## config.mk

```make
export PLATFORM = sky130hd
export DESIGN_NAME = brkb_cond_dev_flat
export DESIGN_NICKNAME = d
export VERILOG_FILES = /design/src/include/brkb_pkg.sv /design/src/include/brkb_if.sv /design/src/rtl/brkb_masked_cmp.sv /design/src/rtl/brkb_cond_dev.sv /design/src/flat_wrapper.sv
export VERILOG_INCLUDE_DIRS = /design/src /design/src/include
export SDC_FILE = /design/constraint.sdc
export NUM_CORES = 1
export LEC_CHECK = 0
export CORE_UTILIZATION = 50
export CTS_CLUSTER_DIAMETER = 120
export DETAILED_ROUTE_END_ITERATION = 8
export DONT_BUFFER_PORTS = 1
export SETUP_SLACK_MARGIN = 0.3
export SLEW_MARGIN = 20
export SYNTH_ARGS = -nofsm -noshare
export SYNTH_HDL_FRONTEND = slang
export SYNTH_SLANG_ARGS = --single-unit
```

## constraint.sdc

```tcl
create_clock -name REF_CLK -period 3.25 [get_ports REF_CLK]
set_input_delay 0.4875 -clock REF_CLK [delete_from_list [all_inputs] [get_ports REF_CLK]]
set_output_delay 0.4875 -clock REF_CLK [all_outputs]
set_load 0.01 [all_outputs]
```

## src/include/brkb_defs.svh

```systemverilog
/*
  Constants of the channel B break condition: register indices, field
  positions, reset values and the host's own command offsets.
  Assumes inclusion by bare name from any file that needs them.
*/
`ifndef BRKB_DEFS_SVH
`define BRKB_DEFS_SVH

// Device register indices on the link
`define BRKB_IDX_ADDR_VAL 4'h0
`define BRKB_IDX_ADDR_MASK 4'h1
`define BRKB_IDX_DATA_VAL 4'h2
`define BRKB_IDX_DATA_MASK 4'h3
`define BRKB_IDX_CYC_SEL 4'h4
`define BRKB_IDX_STATUS 4'h5
`define BRKB_IDX_CLEAR 4'h6
`define BRKB_IDX_ENABLE 4'h7

// Cycle select fields
`define BRKB_CSEL_MBE 9
`define BRKB_CSEL_MBC 8
`define BRKB_CSEL_BUS_LSB 6
`define BRKB_CSEL_ACC_LSB 4
`define BRKB_CSEL_DIR_LSB 2
`define BRKB_CSEL_SIZE_LSB 0
`define BRKB_CSEL_WMASK 16'h03ff

// Reset values
`define BRKB_WORD_RST 32'h0000_0000
`define BRKB_CSEL_RST 16'h0000
`define BRKB_ST_RST 3'h0

// Status bits
`define BRKB_ST_MATCH 0
`define BRKB_ST_LSIDE 1
`define BRKB_ST_IBUS 2

// Bits ignored when a 16-bit memory bus is compared
`define BRKB_X_ADDR_IGN 32'h0001_ffff
`define BRKB_Y_ADDR_IGN 32'hffff_0001
`define BRKB_X_DATA_IGN 32'h0000_ffff
`define BRKB_Y_DATA_IGN 32'hffff_0000

// Host command port window bit and byte offsets
`define BRKB_HOST_WIN_BIT 6
`define BRKB_HOST_CYC_ADDR 8'h40
`define BRKB_HOST_CYC_DATA 8'h44
`define BRKB_HOST_CYC_ATTR 8'h48
`define BRKB_HOST_CYC_GO 8'h4c
`define BRKB_HOST_LAUNCHES 8'h50
`define BRKB_HOST_HITS 8'h54

`endif

```

## src/include/brkb_pkg.sv

```systemverilog
/*
  Types shared by both ends of the channel B break condition link.
  Assumes nothing beyond a SystemVerilog compiler.
*/
package brkb_pkg;

  typedef enum logic [1:0]
  {
    BRKB_BUS_L = 2'b00,
    BRKB_BUS_I = 2'b01,
    BRKB_BUS_X = 2'b10,
    BRKB_BUS_Y = 2'b11
  } brkb_bus_type;

  typedef enum logic [1:0]
  {
    BRKB_SZ_ANY = 2'b00,
    BRKB_SZ_BYTE = 2'b01,
    BRKB_SZ_WORD = 2'b10,
    BRKB_SZ_LONG = 2'b11
  } brkb_size_type;

endpackage

```

## src/include/brkb_if.sv

```systemverilog
/*
  Link between the break condition device and the CPU-side end: register
  access and the observed bus cycle, plus the match indication.
  Assumes both ends run on the same clock.
*/
`timescale 1ns/10ps
interface brkb_if;
  import brkb_pkg::*;

  logic [3:0] reg_idx;
  logic [31:0] reg_wdata;
  logic reg_wr;
  logic reg_rd;
  logic [31:0] reg_rdata;
  logic cyc_valid;
  brkb_bus_type cyc_bus;
  logic cyc_fetch;
  logic cyc_write;
  brkb_size_type cyc_size;
  logic [31:0] cyc_addr;
  logic [31:0] cyc_data;
  logic hit;

  modport dev_mp
  (
    input reg_idx, reg_wdata, reg_wr, reg_rd,
    output reg_rdata,
    input cyc_valid, cyc_bus, cyc_fetch, cyc_write, cyc_size, cyc_addr, cyc_data,
    output hit
  );

  modport cpu_mp
  (
    output reg_idx, reg_wdata, reg_wr, reg_rd,
    input reg_rdata,
    output cyc_valid, cyc_bus, cyc_fetch, cyc_write, cyc_size, cyc_addr, cyc_data,
    input hit
  );
endinterface

```

## src/rtl/brkb_masked_cmp.sv

```systemverilog
/*
  Masked equality of one value against a sample; a set mask bit drops
  that bit from the comparison.
  Assumes purely combinational use.
*/
`timescale 1ns/10ps
module brkb_masked_cmp #(
  parameter int WIDTH = 32
)
(
  input wire logic [WIDTH-1:0] value,
  input wire logic [WIDTH-1:0] mask,
  input wire logic [WIDTH-1:0] sample,
  output logic hit
);

  assign hit = (((value ^ sample) & ~mask) == '0);

endmodule

```

## src/rtl/brkb_cond_dev.sv

```systemverilog
/*
  Channel B break condition device: condition registers, cycle matching,
  sticky event status and a level interrupt.
  Assumes register accesses and bus cycles arrive on REF_CLK through the
  link; register reads are answered in the same cycle as the read strobe.
*/
`timescale 1ns/10ps
`include "brkb_defs.svh"

module brkb_cond_dev
  import brkb_pkg::*;
(
  input wire logic REF_CLK,
  input wire logic RST_N,
  brkb_if.dev_mp link,
  output logic MATCH,
  output logic IRQ
);

  logic [31:0] addr_val;
  logic [31:0] addr_mask;
  logic [31:0] data_val;
  logic [31:0] chb_data_mask_reg;
  logic [15:0] chb_cycle_select_reg;
  logic [2:0] status;
  logic [2:0] enable;
  logic [2:0] clear;
  logic [2:0] next_status;
  logic [2:0] events;

  logic memory_bus_enable;
  logic memory_bus_choice;
  logic [1:0] bus_cycle_sel;
  logic [1:0] access_type_sel;
  logic [1:0] direction_sel;
  logic [1:0] size_sel;

  brkb_bus_type want_bus;
  logic bus_ok;
  logic acc_ok;
  logic dir_ok;
  logic size_ok;
  logic data_on;
  logic [31:0] cmp_addr;
  logic [31:0] cmp_addr_mask;
  logic [31:0] cmp_data;
  logic [31:0] cmp_data_mask;
  logic addr_hit;
  logic data_hit;
  logic match_now;

  assign memory_bus_enable = chb_cycle_select_reg[`BRKB_CSEL_MBE];
  assign memory_bus_choice = chb_cycle_select_reg[`BRKB_CSEL_MBC];
  assign bus_cycle_sel = chb_cycle_select_reg[`BRKB_CSEL_BUS_LSB +: 2];
  assign access_type_sel = chb_cycle_select_reg[`BRKB_CSEL_ACC_LSB +: 2];
  assign direction_sel = chb_cycle_select_reg[`BRKB_CSEL_DIR_LSB +: 2];
  assign size_sel = chb_cycle_select_reg[`BRKB_CSEL_SIZE_LSB +: 2];

  // Register writes
  always_ff @(posedge REF_CLK)
  begin
    if (!RST_N)
    begin
      addr_val <= `BRKB_WORD_RST;
      addr_mask <= `BRKB_WORD_RST;
      data_val <= `BRKB_WORD_RST;
    end
    else if (link.reg_wr)
    begin
      if (link.reg_idx == `BRKB_IDX_ADDR_VAL)
        addr_val <= link.reg_wdata;
      if (link.reg_idx == `BRKB_IDX_ADDR_MASK)
        addr_mask <= link.reg_wdata;
      if (link.reg_idx == `BRKB_IDX_DATA_VAL)
        data_val <= link.reg_wdata;
    end
  end

  always_ff @(posedge REF_CLK)
  begin
    if (!RST_N)
      chb_data_mask_reg <= `BRKB_WORD_RST;
    else if (link.reg_wr && link.reg_idx == `BRKB_IDX_DATA_MASK)
      chb_data_mask_reg <= link.reg_wdata;
  end

  // Reserved bits never stored, so they always read back as zero
  always_ff @(posedge REF_CLK)
  begin
    if (!RST_N)
      chb_cycle_select_reg <= `BRKB_CSEL_RST;
    else if (link.reg_wr && link.reg_idx == `BRKB_IDX_CYC_SEL)
      chb_cycle_select_reg <= link.reg_wdata[15:0] & `BRKB_CSEL_WMASK;
  end

  always_ff @(posedge REF_CLK)
  begin
    if (!RST_N)
      enable <= `BRKB_ST_RST;
    else if (link.reg_wr && link.reg_idx == `BRKB_IDX_ENABLE)
      enable <= link.reg_wdata[2:0];
  end

  // Read mux, answered combinationally; the far end registers it
  always_comb
  begin
    case (link.reg_idx)
      `BRKB_IDX_ADDR_VAL: link.reg_rdata = addr_val;
      `BRKB_IDX_ADDR_MASK: link.reg_rdata = addr_mask;
      `BRKB_IDX_DATA_VAL: link.reg_rdata = data_val;
      `BRKB_IDX_DATA_MASK: link.reg_rdata = chb_data_mask_reg;
      `BRKB_IDX_CYC_SEL: link.reg_rdata = {16'h0000, chb_cycle_select_reg};
      `BRKB_IDX_STATUS: link.reg_rdata = {29'h0, status};
      `BRKB_IDX_ENABLE: link.reg_rdata = {29'h0, enable};
      default: link.reg_rdata = 32'h0000_0000;
    endcase
  end

  // Bus selection: 01 and 11 both mean the L side
  always_comb
  begin
    if (bus_cycle_sel == 2'b10)
      want_bus = BRKB_BUS_I;
    else if (!memory_bus_enable)
      want_bus = BRKB_BUS_L;
    else if (memory_bus_choice)
      want_bus = BRKB_BUS_Y;
    else
      want_bus = BRKB_BUS_X;
  end

  assign bus_ok = (bus_cycle_sel != 2'b00) && (link.cyc_bus == want_bus);
  assign acc_ok = link.cyc_fetch ? access_type_sel[0] : access_type_sel[1];
  assign dir_ok = link.cyc_write ? direction_sel[1] : direction_sel[0];
  assign size_ok = (size_sel == 2'b00) || (size_sel == link.cyc_size);
  // Data only takes part once a size is chosen
  assign data_on = (size_sel != 2'b00);

  // Memory buses are 16 bits wide; place them in the matching half
  always_comb
  begin
    cmp_addr = link.cyc_addr;
    cmp_addr_mask = addr_mask;
    cmp_data = link.cyc_data;
    cmp_data_mask = chb_data_mask_reg;
    case (link.cyc_bus)
      BRKB_BUS_X:
      begin
        cmp_addr = {link.cyc_addr[15:1], 17'h00000};
        cmp_addr_mask = addr_mask | `BRKB_X_ADDR_IGN;
        cmp_data = {link.cyc_data[15:0], 16'h0000};
        cmp_data_mask = chb_data_mask_reg | `BRKB_X_DATA_IGN;
      end
      BRKB_BUS_Y:
      begin
        cmp_addr = {16'h0000, link.cyc_addr[15:1], 1'b0};
        cmp_addr_mask = addr_mask | `BRKB_Y_ADDR_IGN;
        cmp_data = {16'h0000, link.cyc_data[15:0]};
        cmp_data_mask = chb_data_mask_reg | `BRKB_Y_DATA_IGN;
      end
      default:
      begin
        cmp_addr = link.cyc_addr;
        cmp_addr_mask = addr_mask;
      end
    endcase
  end

  brkb_masked_cmp #(
    .WIDTH(32)
  ) u_addr_cmp (
    .value(addr_val),
    .mask(cmp_addr_mask),
    .sample(cmp_addr),
    .hit(addr_hit)
  );

  brkb_masked_cmp #(
    .WIDTH(32)
  ) u_data_cmp (
    .value(data_val),
    .mask(cmp_data_mask),
    .sample(cmp_data),
    .hit(data_hit)
  );

  assign match_now = link.cyc_valid && bus_ok && acc_ok && dir_ok && size_ok
    && addr_hit && (!data_on || data_hit);

  assign events[`BRKB_ST_MATCH] = match_now;
  assign events[`BRKB_ST_LSIDE] = match_now && (link.cyc_bus != BRKB_BUS_I);
  assign events[`BRKB_ST_IBUS] = match_now && (link.cyc_bus == BRKB_BUS_I);

  assign clear = (link.reg_wr && link.reg_idx == `BRKB_IDX_CLEAR)
    ? link.reg_wdata[2:0] : 3'h0;
  // A new event wins over a clear in the same cycle
  assign next_status = (status & ~clear) | events;

  always_ff @(posedge REF_CLK)
  begin
    if (!RST_N)
      status <= `BRKB_ST_RST;
    else
      status <= next_status;
  end

  always_ff @(posedge REF_CLK)
  begin
    if (!RST_N)
      IRQ <= 1'b0;
    else
      IRQ <= |(next_status & enable);
  end

  always_ff @(posedge REF_CLK)
  begin
    if (!RST_N)
    begin
      MATCH <= 1'b0;
      link.hit <= 1'b0;
    end
    else
    begin
      MATCH <= match_now;
      link.hit <= match_now;
    end
  end

endmodule

```

## src/flat_wrapper.sv

```systemverilog
// flat-port wrapper written by rule: the top's interface ports become plain ports
module brkb_cond_dev_flat import brkb_pkg::*;
  (REF_CLK, RST_N, MATCH, IRQ, link_reg_idx, link_reg_wdata, link_reg_wr, link_reg_rd, link_reg_rdata, link_cyc_valid, link_cyc_bus, link_cyc_fetch, link_cyc_write, link_cyc_size, link_cyc_addr, link_cyc_data, link_hit);
  brkb_if link_i ();
  input wire logic REF_CLK;
  input wire logic RST_N;
  output logic MATCH;
  output logic IRQ;
  input wire logic [$bits(link_i.reg_idx)-1:0] link_reg_idx;
  input wire logic [$bits(link_i.reg_wdata)-1:0] link_reg_wdata;
  input wire logic [$bits(link_i.reg_wr)-1:0] link_reg_wr;
  input wire logic [$bits(link_i.reg_rd)-1:0] link_reg_rd;
  output wire logic [$bits(link_i.reg_rdata)-1:0] link_reg_rdata;
  input wire logic [$bits(link_i.cyc_valid)-1:0] link_cyc_valid;
  input wire logic [$bits(link_i.cyc_bus)-1:0] link_cyc_bus;
  input wire logic [$bits(link_i.cyc_fetch)-1:0] link_cyc_fetch;
  input wire logic [$bits(link_i.cyc_write)-1:0] link_cyc_write;
  input wire logic [$bits(link_i.cyc_size)-1:0] link_cyc_size;
  input wire logic [$bits(link_i.cyc_addr)-1:0] link_cyc_addr;
  input wire logic [$bits(link_i.cyc_data)-1:0] link_cyc_data;
  output wire logic [$bits(link_i.hit)-1:0] link_hit;
  assign link_i.reg_idx = link_reg_idx;
  assign link_i.reg_wdata = link_reg_wdata;
  assign link_i.reg_wr = link_reg_wr;
  assign link_i.reg_rd = link_reg_rd;
  assign link_reg_rdata = link_i.reg_rdata;
  assign link_i.cyc_valid = link_cyc_valid;
  assign link_i.cyc_bus = link_cyc_bus;
  assign link_i.cyc_fetch = link_cyc_fetch;
  assign link_i.cyc_write = link_cyc_write;
  assign link_i.cyc_size = link_cyc_size;
  assign link_i.cyc_addr = link_cyc_addr;
  assign link_i.cyc_data = link_cyc_data;
  assign link_hit = link_i.hit;
  brkb_cond_dev u_core (.REF_CLK(REF_CLK), .RST_N(RST_N), .link(link_i), .MATCH(MATCH), .IRQ(IRQ));
endmodule
```

Word-level counts from Yosys, hierarchy flattened --
Cells that the tools add are included. Widths: inputs -> output; s select.
Cells by class: mux-type cells 11, reductions and logical operators 26, $lt $le $gt $ge 0, multiply operators 0, shift operators 0, $add $sub $neg 0, eq/ne operators 14, bitwise logic cells 10, divide/modulo/power cells 0
Operators with widths (count):
- $pmux 32 s2 | 4
- $pmux 32 s7 | 1
- $and 32x32->32 | 2
- $logic_not 32->1 | 2
- $not 32->32 | 2
- $xor 32x32->32 | 2
- $eq 4x3->1 const B | 4
- $logic_and 1x1->1 | 13
- $eq 4x2->1 const B | 2
- $and 3x3->3 | 2
- $eq 2x2->1 const B | 3
- $reduce_and 2->1 | 3
- $eq 2x2->1 | 2
- $eq 4x1->1 const B | 1
- $logic_not 4->1 | 1
- $mux 2 | 2
- $reduce_bool 2->1 | 2
- $mux 1 | 3
- $mux 3 | 1
- $not 3->3 | 1
- $or 3x3->3 | 1
- $reduce_or 3->1 | 1
- $eq 2x1->1 const B | 1
- $logic_not 2->1 | 1
- 3 further kinds | 4
Storage, ports and cells: bits in read-only memories 0, output and inout port bits 35, bits in registers 146, logic and storage cells 70, latch bits 0, bits in writable memories 0, memories 0, bits of input ports 111

Logic depth before layout (Yosys ltp) --
Gate-level depths: netlist of the first run.
depth in word-level cells 15, depth in mapped cells 10

By module --
Synthesis of the first run repeated with hierarchy kept, for this count alone.
Unflattened totals: cells, all modules 1115, area total of the unflattened synthesis 8359.3 um^2
Modules (own cells, without submodules):
- brkb_cond_dev | area each 7531.0 um^2, cells each 1009, instances 1
- brkb_masked_cmp | area each 414.1 um^2, cells each 53, instances 2

Worst setup path before layout of the first run --
OpenSTA, ideal clock, no wires.
kind input to output, from input link_reg_idx[0], to output link_reg_rdata[20], arrival time 2.052 ns, data required time 2.762 ns, path slack 0.710 ns, stages 6, path through clkbuf_1 -> nor4b_1 -> clkbuf_1 -> clkbuf_1 -> a22oi_1 -> nand2_1
On the way: word-level cells in the longest chain between the ends 2, elaborated cells between the ends (all ways) 8
Ends and longest elaborated chain:
- start, declared | RTL line flat_wrapper.sv:9 | input wire logic [$bits(link_i.reg_idx)-1:0] link_reg_idx;
- $eq 4x3->1, or another cell as far along | RTL line brkb_cond_dev.sv:107 | case (link.reg_idx)
- $pmux 32 s7 (*) | RTL line brkb_cond_dev.sv:107
- end, declared | RTL line flat_wrapper.sv:13 | output wire logic [$bits(link_i.reg_rdata)-1:0] link_reg_rdata;
Every way passes the cells marked *; elsewhere a longest branch is shown, timed or not.

Worst setup path after layout of the first run --
from register u_core.chb_cycle_select_reg[4], to register u_core.IRQ
On the way: word-level cells in the longest chain between the ends 10, elaborated cells between the ends (all ways) 11
Ends and longest elaborated chain:
- start, declared | RTL line brkb_cond_dev.sv:24 | logic [15:0] chb_cycle_select_reg;
- start signal, assigned | RTL line brkb_cond_dev.sv:91 | chb_cycle_select_reg <= `BRKB_CSEL_RST;
- start signal, assigned | RTL line brkb_cond_dev.sv:93 | chb_cycle_select_reg <= link.reg_wdata[15:0] & `BRKB_CSEL_WMASK;
- $mux 1 (*) | RTL line brkb_cond_dev.sv:133 | assign acc_ok = link.cyc_fetch ? access_type_sel[0] : access_type_sel[1];
- $logic_and 1x1->1 (*) (3 in a row) | RTL line brkb_cond_dev.sv:187 | assign match_now = link.cyc_valid && bus_ok && acc_ok && dir_ok && size_ok
- $logic_and 1x1->1 (*) (2 in a row) | RTL line brkb_cond_dev.sv:188 | && addr_hit && (!data_on || data_hit);
- $logic_and 1x1->1, on equally long branches | RTL line brkb_cond_dev.sv:191, brkb_cond_dev.sv:192
- $or 3x3->3 (*) | RTL line brkb_cond_dev.sv:197 | assign next_status = (status & ~clear) | events;
- $and 3x3->3 (*) | RTL line brkb_cond_dev.sv:212 | IRQ <= |(next_status & enable);
- $reduce_or 3->1 (*) | RTL line brkb_cond_dev.sv:212
- end signal, assigned | RTL line brkb_cond_dev.sv:212
- end, declared | RTL line brkb_cond_dev.sv:17 | output logic IRQ
Marks and branches as above. A chain may end at the register's enable or synchronous reset.

==> metrics.yaml, run 1 <==
status: "completed"
gp_congestion: 0.992
nFillCells: 1432
r2r_end: "u_core.IRQ"
fmax_mhz: 384
synth_nets: 1114
finalInstanceArea_um2: 8460
layout.nets: 1079
insertion_delay_ns: 0.44
finalSetupTns_ns: 0
cts_tree: "yes"
grt_use_total_pct: 38.7
first_pass_iters: 5
root_buffer: "clkbuf_16"
dpl_cell_area_um2: 7860
synth_top_family_by_area: "compound AO/OA/AOI/OAI gates"
avgSynthCellArea_um2: 7.70
clock-skew-final_ns: 0.00882
boundaryPins: 146
first_global_vias: 7505
clock_sinks: 146
grt_pass1_wl_um: 45700
synth_area_um2: 7720
synth-compound-area-share_pct: 28.7
fin_crit_sh_pct: 80.1
finalHoldViolCount: 0
n_antenna_cell: 0
layout_min_cycle_time_ns: 2.60
initial_core_util_pct: 51.0
rows: 45
drt_wl_total_um: 30400
rrSetupSlack_ns: 0.65
die-height_um: 126
drc_errors: 0
synth_adder_area_share_pct: 0
crit_path_max_fanout: 3
ys_ff_latch: 146
hpwlAfterDp_um: 21100
relSlewSlack_pct: 46.0
crit_start: "u_core.chb_cycle_select_reg[4]"
antenna_found_initial: 0
cts_resized: 0
hold_class: "primary input to register"
synth_xor_area_share_pct: 3.86
crit_end: "u_core.IRQ"
async_flop_share_pct: 0
synth_edf_count: 0
synthCells: 1003
crit_arrival_ns: 2.97
grt_overflow: 0
viasPerCell: 6.78
synthMuxAreaShare_pct: 1.36
syn2layout_area_growth_pct: 9.49
vias: 7920
ys_types: 51
clkTransAtPathRegs_ns: 0.07
cts_buffers: 17
multi_input_area_um2: 4490
layout-drive-gt1-share_pct: 9.28
grt_setup_unrepaired: "no"
postCtsHoldBufs: 0
end_kind: "register"
worstPathRequired_ns: 3.61
synth_top_area_cell: "dfxtp_1"
ff2ff_path_depth: 8
pre_cts_ws_ns: 0.430
setup_viol: 0
grt_max_degree: 68
synth_top_area_share_pct: 37.8
crit_type: "register to register"
cts_buffer_depth: 2
die-area_um2: 15900
max_cap_violations: 0
port-buffer-count: 0
drt_iter0_drc: 889
regArea_um2: 2920
cellLeakagePower_nw: 2.68
power_density_nw_per_um2: 486
reg2reg_from: "u_core.chb_cycle_select_reg[4]"
synth_ff_type: "dfxtp_1"
core_um2: 15100
die_w_um: 126
final_antenna_net_count: 0
cts_setup_buffers: 0
peakVddDrop_mv: 0.378
worstSetupStartpointType: "register"
yosys_warnings: 0
drv_slew: 0
h-tree-depth: 4
worst_slack_ns: 0.646
yosysSeqAreaShare_pct: 37.8
worst_pin_slew_ns: 0.808
synth_area_leaders: "dfxtp_1, nand2_1, a22oi_1"
synth-simple-area-share_pct: 23.8
wire_per_inst_um: 26.0
==> where the power goes <==
group	internal [mW]	switching, mW	leakage (nW)
registers	1.81	0.0246	1.18
clock network	1.17	0.833	0.287
logic	0.114	0.157	1.21
total	3.09	1.01	2.68
==> logic make-up after synthesis <==
group,Yosys count
compound gates,309
xor+xnor,34
buf+inv,81
flops,146
mux,10
simple gates,423
==> synthesized netlist by cell type (all sizes together) (5+ instances only) <==
| cell type | instances |
|---|---|
| a21boi | 63 |
| a21oi | 82 |
| a221oi | 21 |
| a22oi | 61 |
| and3b | 8 |
| buf | 12 |
| clkbuf | 66 |
| dfxtp | 146 |
| mux2i | 6 |
| nand2 | 309 |
| nand2b | 5 |
| nand3 | 20 |
| nor2 | 11 |
| nor2b | 14 |
| nor3 | 24 |
| nor3b | 8 |
| nor4 | 5 |
| o21ai | 13 |
| o221a | 21 |
| o22ai | 17 |
| o32ai | 14 |
| or4 | 5 |
| xnor2 | 34 |
==> worst min-delay path by stage <==
stage	start	endpoint	slack (ns)	depth (start not counted)
CTS	link_reg_wdata[16]	u_core.data_val[16]	0.17	2
floorplan	u_core.chb_cycle_select_reg[5]	u_core.chb_cycle_select_reg[5]	0.44	2
finish	link_reg_wdata[16]	u_core.data_val[16]	0.18	2
global placement	u_core.chb_cycle_select_reg[5]	u_core.chb_cycle_select_reg[5]	0.46	2
global route	link_reg_wdata[16]	u_core.data_val[16]	0.17	2
detailed placement	u_core.chb_cycle_select_reg[5]	u_core.chb_cycle_select_reg[5]	0.46	2
==> per-stage QoR <==
stage | util (%) | instances | power (mW) | hold slack, ns
floorplan | - | 1003 | 2.09 | 0.445
global placement | 51.9 | 1137 | 2.13 | 0.457
detailed placement | 51.9 | 1137 | 2.14 | 0.463
CTS | 55.8 | 1169 | 4.11 | 0.167
global route | 55.8 | 1169 | 4.21 | 0.174
finish | 55.8 | 1169 | 4.11 | 0.176
==> worst max-delay path, stage by stage (launching register included) <==
cell and delay [ns]:
dfxtp_1 0.38, mux2_1 0.15, o211ai_1 0.11, or4_1 0.60, a2111oi_0 0.35, nand4_1 0.26, a2111oi_2 0.43, o211ai_1 0.16
o211ai_2 0.09
==> per-layer routing <==
metal | up-vias | GRT usage (%) | share of wire, %
met5 | - | 0 | 0
met4 | 0 | 18.9 | 4.7
met3 | 93 | 10.8 | 12
met2 | 514 | 59.0 | 44
met1 | 3793 | 50.4 | 39
li1 | 3520 | - | -
==> final cells by class <==
class	instances	area share [%]
tap	188	2.78
multi-input combinational	776	53.1
inverter	3	0.133
clock buffer	19	5.24
sequential	146	34.6
timing repair buffer	24	2.43
clock inverter	13	1.76
==> cells in the final DEF (no fill, tap or decap), types with 3 or more instances in the layout <==
master,n
nand4_1,3
a21oi_1,82
o22ai_1,17
nand2b_1,5
a21boi_0,53
nand2_1,309
nor3_1,22
mux2_2,3
buf_4,22
xnor2_1,34
nor3b_1,8
a221oi_1,21
or4_1,5
nor4_1,4
nor2_1,11
nor2b_1,13
o211ai_1,3
dfxtp_1,146
a21boi_1,10
and2_1,4
o32ai_1,14
o221a_2,20
nand3_1,20
and3b_1,8
nand3b_1,4
a2111oi_0,3
mux2i_1,6
o21ai_0,12
clkbuf_16,17
inv_6,5
a22oi_1,61
No activity file was read; power rests on OpenSTA's default activity.
==> inputs of run 2 (changes only) <==
==> constraint.sdc (replaced) <==
create_clock -name REF_CLK -period 2.6 [get_ports REF_CLK]
set_input_delay 0.39 -clock REF_CLK [delete_from_list [all_inputs] [get_ports REF_CLK]]
set_output_delay 0.39 -clock REF_CLK [all_outputs]
set_load 0.01 [all_outputs]
==> metrics.yaml, run 2 (same netlist as run 1, synthesis figures left out) <==
status: "completed"
final_antenna_net_count: 0  # unchanged
drt_iter0_drc: 1032  # +16%
final_cells: 1178  # +0.77%
grt_pass1_wl_um: 44700  # -2.2%
grt_max_degree: 68  # unchanged
layout_min_cycle_time_ns: 2.36  # -0.247 ns
die_w_um: 126  # unchanged
holdWs_ns: 0.0748  # -0.101 ns
worstSetupStartpointType: "register"
finalSetupTns_ns: 0  # unchanged
power_density_nw_per_um2: 596  # +23%
first_pass_iters: 6  # +1
port-buffer-count: 0  # unchanged
crit_type: "register to register"
final_cell_mix: "nand2_1, dfxtp_1, a21oi_1"
r2r_end: "u_core.IRQ"
gp_congestion: 1.07  # +8.3%
cts_buffer_depth: 2  # unchanged
layout.nets: 1088  # +0.83%
grt_overflow: 0  # unchanged
die-area_um2: 15900  # unchanged
crit_path_max_fanout: 3  # unchanged
boundaryPins: 146  # unchanged
clkTransAtPathRegs_ns: 0.07  # about the same
relSlewSlack_pct: 53.3  # +7.3 points
vias: 8005  # +1.1%
hpwlAfterDp_um: 21000  # -0.46%
end_kind: "register"
clock_sinks: 146  # unchanged
reg2reg_from: "u_core.addr_val[12]"
insertion_delay_ns: 0.43  # about the same
drt_wl_total_um: 30600  # +0.87%
drv_slew: 0  # unchanged
rows: 45  # unchanged
nFillCells: 1397  # -2.4%
cellLeakagePower_nw: 2.80  # +4.7%
finalHoldViolCount: 0  # unchanged
crit_start: "u_core.addr_val[12]"
core_um2: 15100  # unchanged
grt_setup_unrepaired: "yes"
die-height_um: 126  # unchanged
crit_arrival_ns: 2.71  # -0.26 ns
viasPerCell: 6.80  # +0.30%
layout_commonest_cell: "nand2_1"
ff2ff_path_depth: 8  # unchanged
initial_core_util_pct: 51.0  # unchanged
drc_errors: 0  # unchanged
syn2layout_area_growth_pct: 13.8
peakVddDrop_mv: 0.593  # +57%
layout-drive-gt1-share_pct: 13.3  # +4.1 points
fmax_mhz: 424  # +10%
antenna_found_initial: 0  # unchanged
grt_use_total_pct: 38.2  # -0.55 points
place_inst: 1144  # +0.62%
setup_viol: 0  # unchanged
clock-skew-final_ns: 0.00669  # -0.00213 ns
hold_class: "primary input to register"
root_buffer: "clkbuf_16"
fin_crit_sh_pct: 90.6  # +11 points
max_cap_violations: 0  # unchanged
cts_buffers: 17  # unchanged
n_antenna_cell: 0  # unchanged
worstPathRequired_ns: 2.96  # -0.65 ns
wire_per_inst_um: 26.0  # +0.10%
first_global_vias: 7268  # -3.2%
worst_pin_slew_ns: 0.696  # -0.112 ns
cts_tree: "yes"
h-tree-depth: 4  # unchanged
crit_end: "u_core.IRQ"
rrSetupSlack_ns: 0.24  # -0.40 ns
run 2: cell count changes in the layout (fill, tap and decap cells not counted), sizes merged:
cell,change
clkinvlp,+2
clkinv,-2
bufinv,+1
inv,-1
buf,+9
run 2: layer usage:
metal,part of all wire (%),global-route usage (%)
met1,39,50.1
met2,44,58.4
met3,12,10.7
met4,4.4,17.2
met5,0,0
run 2: how the worst min path moves through the flow:
stage                                     endpoint                      startpoint  slack [ns]  cells after the start
global route                    u_core.data_val[1]               link_reg_wdata[1]        0.07                      2
floorplan           u_core.chb_cycle_select_reg[5]  u_core.chb_cycle_select_reg[5]        0.44                      2
finish                         u_core.addr_val[13]              link_reg_wdata[13]        0.07                      2
CTS                            u_core.addr_val[13]              link_reg_wdata[13]        0.07                      2
detailed placement            u_core.addr_mask[11]            u_core.addr_mask[11]        0.47                      2
global placement              u_core.addr_mask[11]            u_core.addr_mask[11]        0.46                      2
run 2: stage by stage:
stage	power, mW	cell area [µm²]	utilization [%]	setup slack [ns]
floorplan	2.61	7730	-	0.387
global placement	2.68	7990	52.7	-0.107
detailed placement	2.69	7990	52.7	-0.0357
CTS	5.23	8650	57.1	0.302
global route	5.36	8780	58.0	0.162
finish	5.23	8780	58.0	0.244
run 2: worst max-delay path, stage by stage, from the launching register on:
cell,delay (ns)
dfxtp_2,0.34
xnor2_1,0.17
o22ai_1,0.11
or4_4,0.59
nor3_4,0.33
a211oi_4,0.12
a2111oi_4,0.36
o211ai_1,0.17
o211ai_2,0.10
run 2: power by group:
part | total, mW | switching, mW | internal, mW
Clock | 2.58 | 1.05 | 1.53
Combinational | 0.366 | 0.207 | 0.159
Sequential | 2.29 | 0.0319 | 2.26
Total | 5.23 | 1.29 | 3.95
run 2: repair_timing:
item | 4_1_cts | 5_1_grt
setup endpoints to repair | 5 | 5
gates resized for setup | 13 | 33
buffers inserted | 2 | 0
pin swaps | 2 | 11
hold buffers | 0 | 0
run 2: layout make-up:
type	instances	area (µm²)	share of cell area, %
clock inverters	13	175	1.99
clock buffers	19	433	4.93
flip-flops and latches	146	2950	33.6
repair buffers	33	339	3.86
well taps	188	235	2.68
inverters	3	11.3	0.128
multi-input cells	776	4640	52.8
==> inputs of run 3 (changes only) <==
--- a/config.mk
+++ b/config.mk
@@ -10,7 +10,8 @@
 export CTS_CLUSTER_DIAMETER = 120
 export DETAILED_ROUTE_END_ITERATION = 8
 export DONT_BUFFER_PORTS = 1
-export SETUP_SLACK_MARGIN = 0.3
+export PLACE_DENSITY = 0.67
+export SETUP_SLACK_MARGIN = 0.15
 export SLEW_MARGIN = 20
 export SYNTH_ARGS = -nofsm -noshare
 export SYNTH_HDL_FRONTEND = slang
==> metrics.yaml, run 3 (same netlist as run 1, synthesis figures left out) <==
relSlewSlack_pct: 52.9  # -0.33 points
first_pass_iters: 5  # -1
initial_core_util_pct: 51.0  # unchanged
rows: 45  # unchanged
hold_path_startpoint: "link_reg_wdata[10]"
die_w_um: 126  # unchanged
cts_buffers: 17  # unchanged
crit_type: "register to register"
setup_viol: 0  # unchanged
rrSetupSlack_ns: 0.23  # about the same
power_density_nw_per_um2: 611  # +2.6%
port-buffer-count: 0  # unchanged
hold_class: "primary input to register"
clock_sinks: 146  # unchanged
vias: 7667  # -4.2%
h-tree-depth: 4  # unchanged
clkTransAtPathRegs_ns: 0.06  # about the same
drt_iter0_drc: 877  # -15%
drv_slew: 0  # unchanged
finalHoldViolCount: 0  # unchanged
r2r_end: "u_core.IRQ"
crit_arrival_ns: 2.72  # about the same
final_cell_mix: "nand2_1, dfxtp_1, a21oi_1"
cts_setup_buffers: 0  # -2
path_cells: "nor2b_1, a311oi_1, a21o_1, a2111oi_4, nand4_1, a211oi_2, buf_4, o211ai_1, o211ai_2"
hpwlAfterDp_um: 19700  # -6.4%
cts_tree: "yes"
fmax_mhz: 422  # -0.53%
layout.nets: 1084  # -0.37%
cellLeakagePower_nw: 2.74  # -2.3%
ff2ff_path_depth: 9  # +1
die-area_um2: 15900  # unchanged
end_kind: "register"
antenna_found_initial: 0  # unchanged
grt_pass1_wl_um: 42600  # -4.7%
place_inst: 1142  # -0.17%
worst_pin_slew_ns: 0.705  # +0.00929 ns
grt_max_degree: 68  # unchanged
n_antenna_cell: 0  # unchanged
status: "completed"
drt_wl_total_um: 28800  # -6.0%
fin_crit_sh_pct: 91.1  # +0.49 points
reg2reg_from: "u_core.chb_cycle_select_reg[7]"
min_path_cells: 2  # unchanged
grt_overflow: 0  # unchanged
die-height_um: 126  # unchanged
viasPerCell: 6.54  # -3.7%
peakVddDrop_mv: 0.538  # -9.3%
core_um2: 15100  # unchanged
layout_min_cycle_time_ns: 2.37  # +0.0126 ns
layout-drive-gt1-share_pct: 10.1  # -3.3 points
layout_commonest_cell: "nand2_1"
final_antenna_net_count: 0  # unchanged
first_global_vias: 6865  # -5.5%
worstPathRequired_ns: 2.95  # about the same
boundaryPins: 146  # unchanged
grt_use_total_pct: 36.1  # -2.1 points
gp_congestion: 0.993  # -7.6%
finalSetupTns_ns: 0  # unchanged
cpMaxStageDelayCell: "dfxtp_1"
drc_errors: 0  # unchanged
holdPathEnd: "u_core.data_val[10]"
crit_path_max_fanout: 4  # +1
cts_buffer_depth: 2  # unchanged
final_cells: 1172  # -0.51%
cp_slowest_stage_delay_ns: 0.39  # -0.20 ns
postCtsHoldBufs: 0  # unchanged
grt_setup_unrepaired: "no"
insertion_delay_ns: 0.43  # about the same
wire_per_inst_um: 24.6  # -5.5%
root_buffer: "clkbuf_16"
clock-skew-final_ns: 0.00701  # +0.000320 ns
max_cap_violations: 0  # unchanged
crit_start: "u_core.chb_cycle_select_reg[7]"
syn2layout_area_growth_pct: 11.6
worstSetupStartpointType: "register"
[run 3: cell count changes in the layout (fill, tap and decap cells not counted), sizes merged]
cell,previous run,this run
clkbuf,19,21
bufinv,3,4
buf,33,29
clkinvlp,4,2
clkinv,1,2
inv,8,4
[run 3: cell type report]
class                   instances  area (µm²)
well taps                     188         235
clock inverters                 9         154
repair buffers                 29         293
fillers                      1409        6530
clock buffers                  21         470
flip-flops and latches        146        2930
inverters                       3        11.3
multi-input cells             776        4530
[run 3: power by group]
group / internal (mW) / leakage (nW) / switching, mW / total [mW]
Sequential: 2.27 / 1.18 / 0.0305 / 2.30
Clock: 1.67 / 0.301 / 0.953 / 2.62
Combinational: 0.153 / 1.26 / 0.196 / 0.348
[run 3: per-stage QoR]
step | utilization [%] | total power [mW] | cell area [µm²] | worst slack, ns | hold WS (ns)
global placement | 52.5 | 2.68 | 7950 | 0.0111 | 0.458
floorplan | - | 2.61 | 7720 | 0.255 | 0.445
finish | 56.9 | 5.27 | 8620 | 0.231 | 0.0874
CTS | 56.8 | 5.27 | 8600 | 0.207 | 0.0827
detailed placement | 52.5 | 2.68 | 7950 | -0.00711 | 0.463
global route | 56.9 | 5.40 | 8620 | 0.151 | 0.0806
[run 3: what timing repair did]
item                                    4_1_cts  5_1_grt
endpoints found under the hold margin         0        0
resized for setup                             4        4
gates cloned                                  0        0
endpoints found under the setup margin        1        2
pin swaps                                     2        3
[run 3: worst max-delay path, delay by kind of cell (launching register included)]
| kind | cells | cell delay [ns] |
|---|---|---|
| AO/OA/AOI/OAI | 6 | 1.14 |
| AND/OR/NAND/NOR | 2 | 0.59 |
| buffers and inverters | 1 | 0.16 |
| flip-flops | 1 | 0.39 |
[run 3: how the worst max path moves through the flow]
stage,depth (start not counted),endpoint
2_1_floorplan,6,link_reg_rdata[20]
4_1_cts,9,u_core.IRQ
3_5_place_dp,8,u_core.IRQ
5_1_grt,9,u_core.IRQ
6_report,9,u_core.IRQ
3_3_place_gp,8,u_core.IRQ
[run 3: layer usage]
metal | global-route usage [%] | routed length (µm) | vias to the layer above
li1 | - | - | 3537
met1 | 45.2 | 11200 | 3606
met2 | 54.4 | 12900 | 441
met3 | 13.6 | 3340 | 83
met4 | 17.7 | 1290 | 0
met5 | 0 | 0 | -
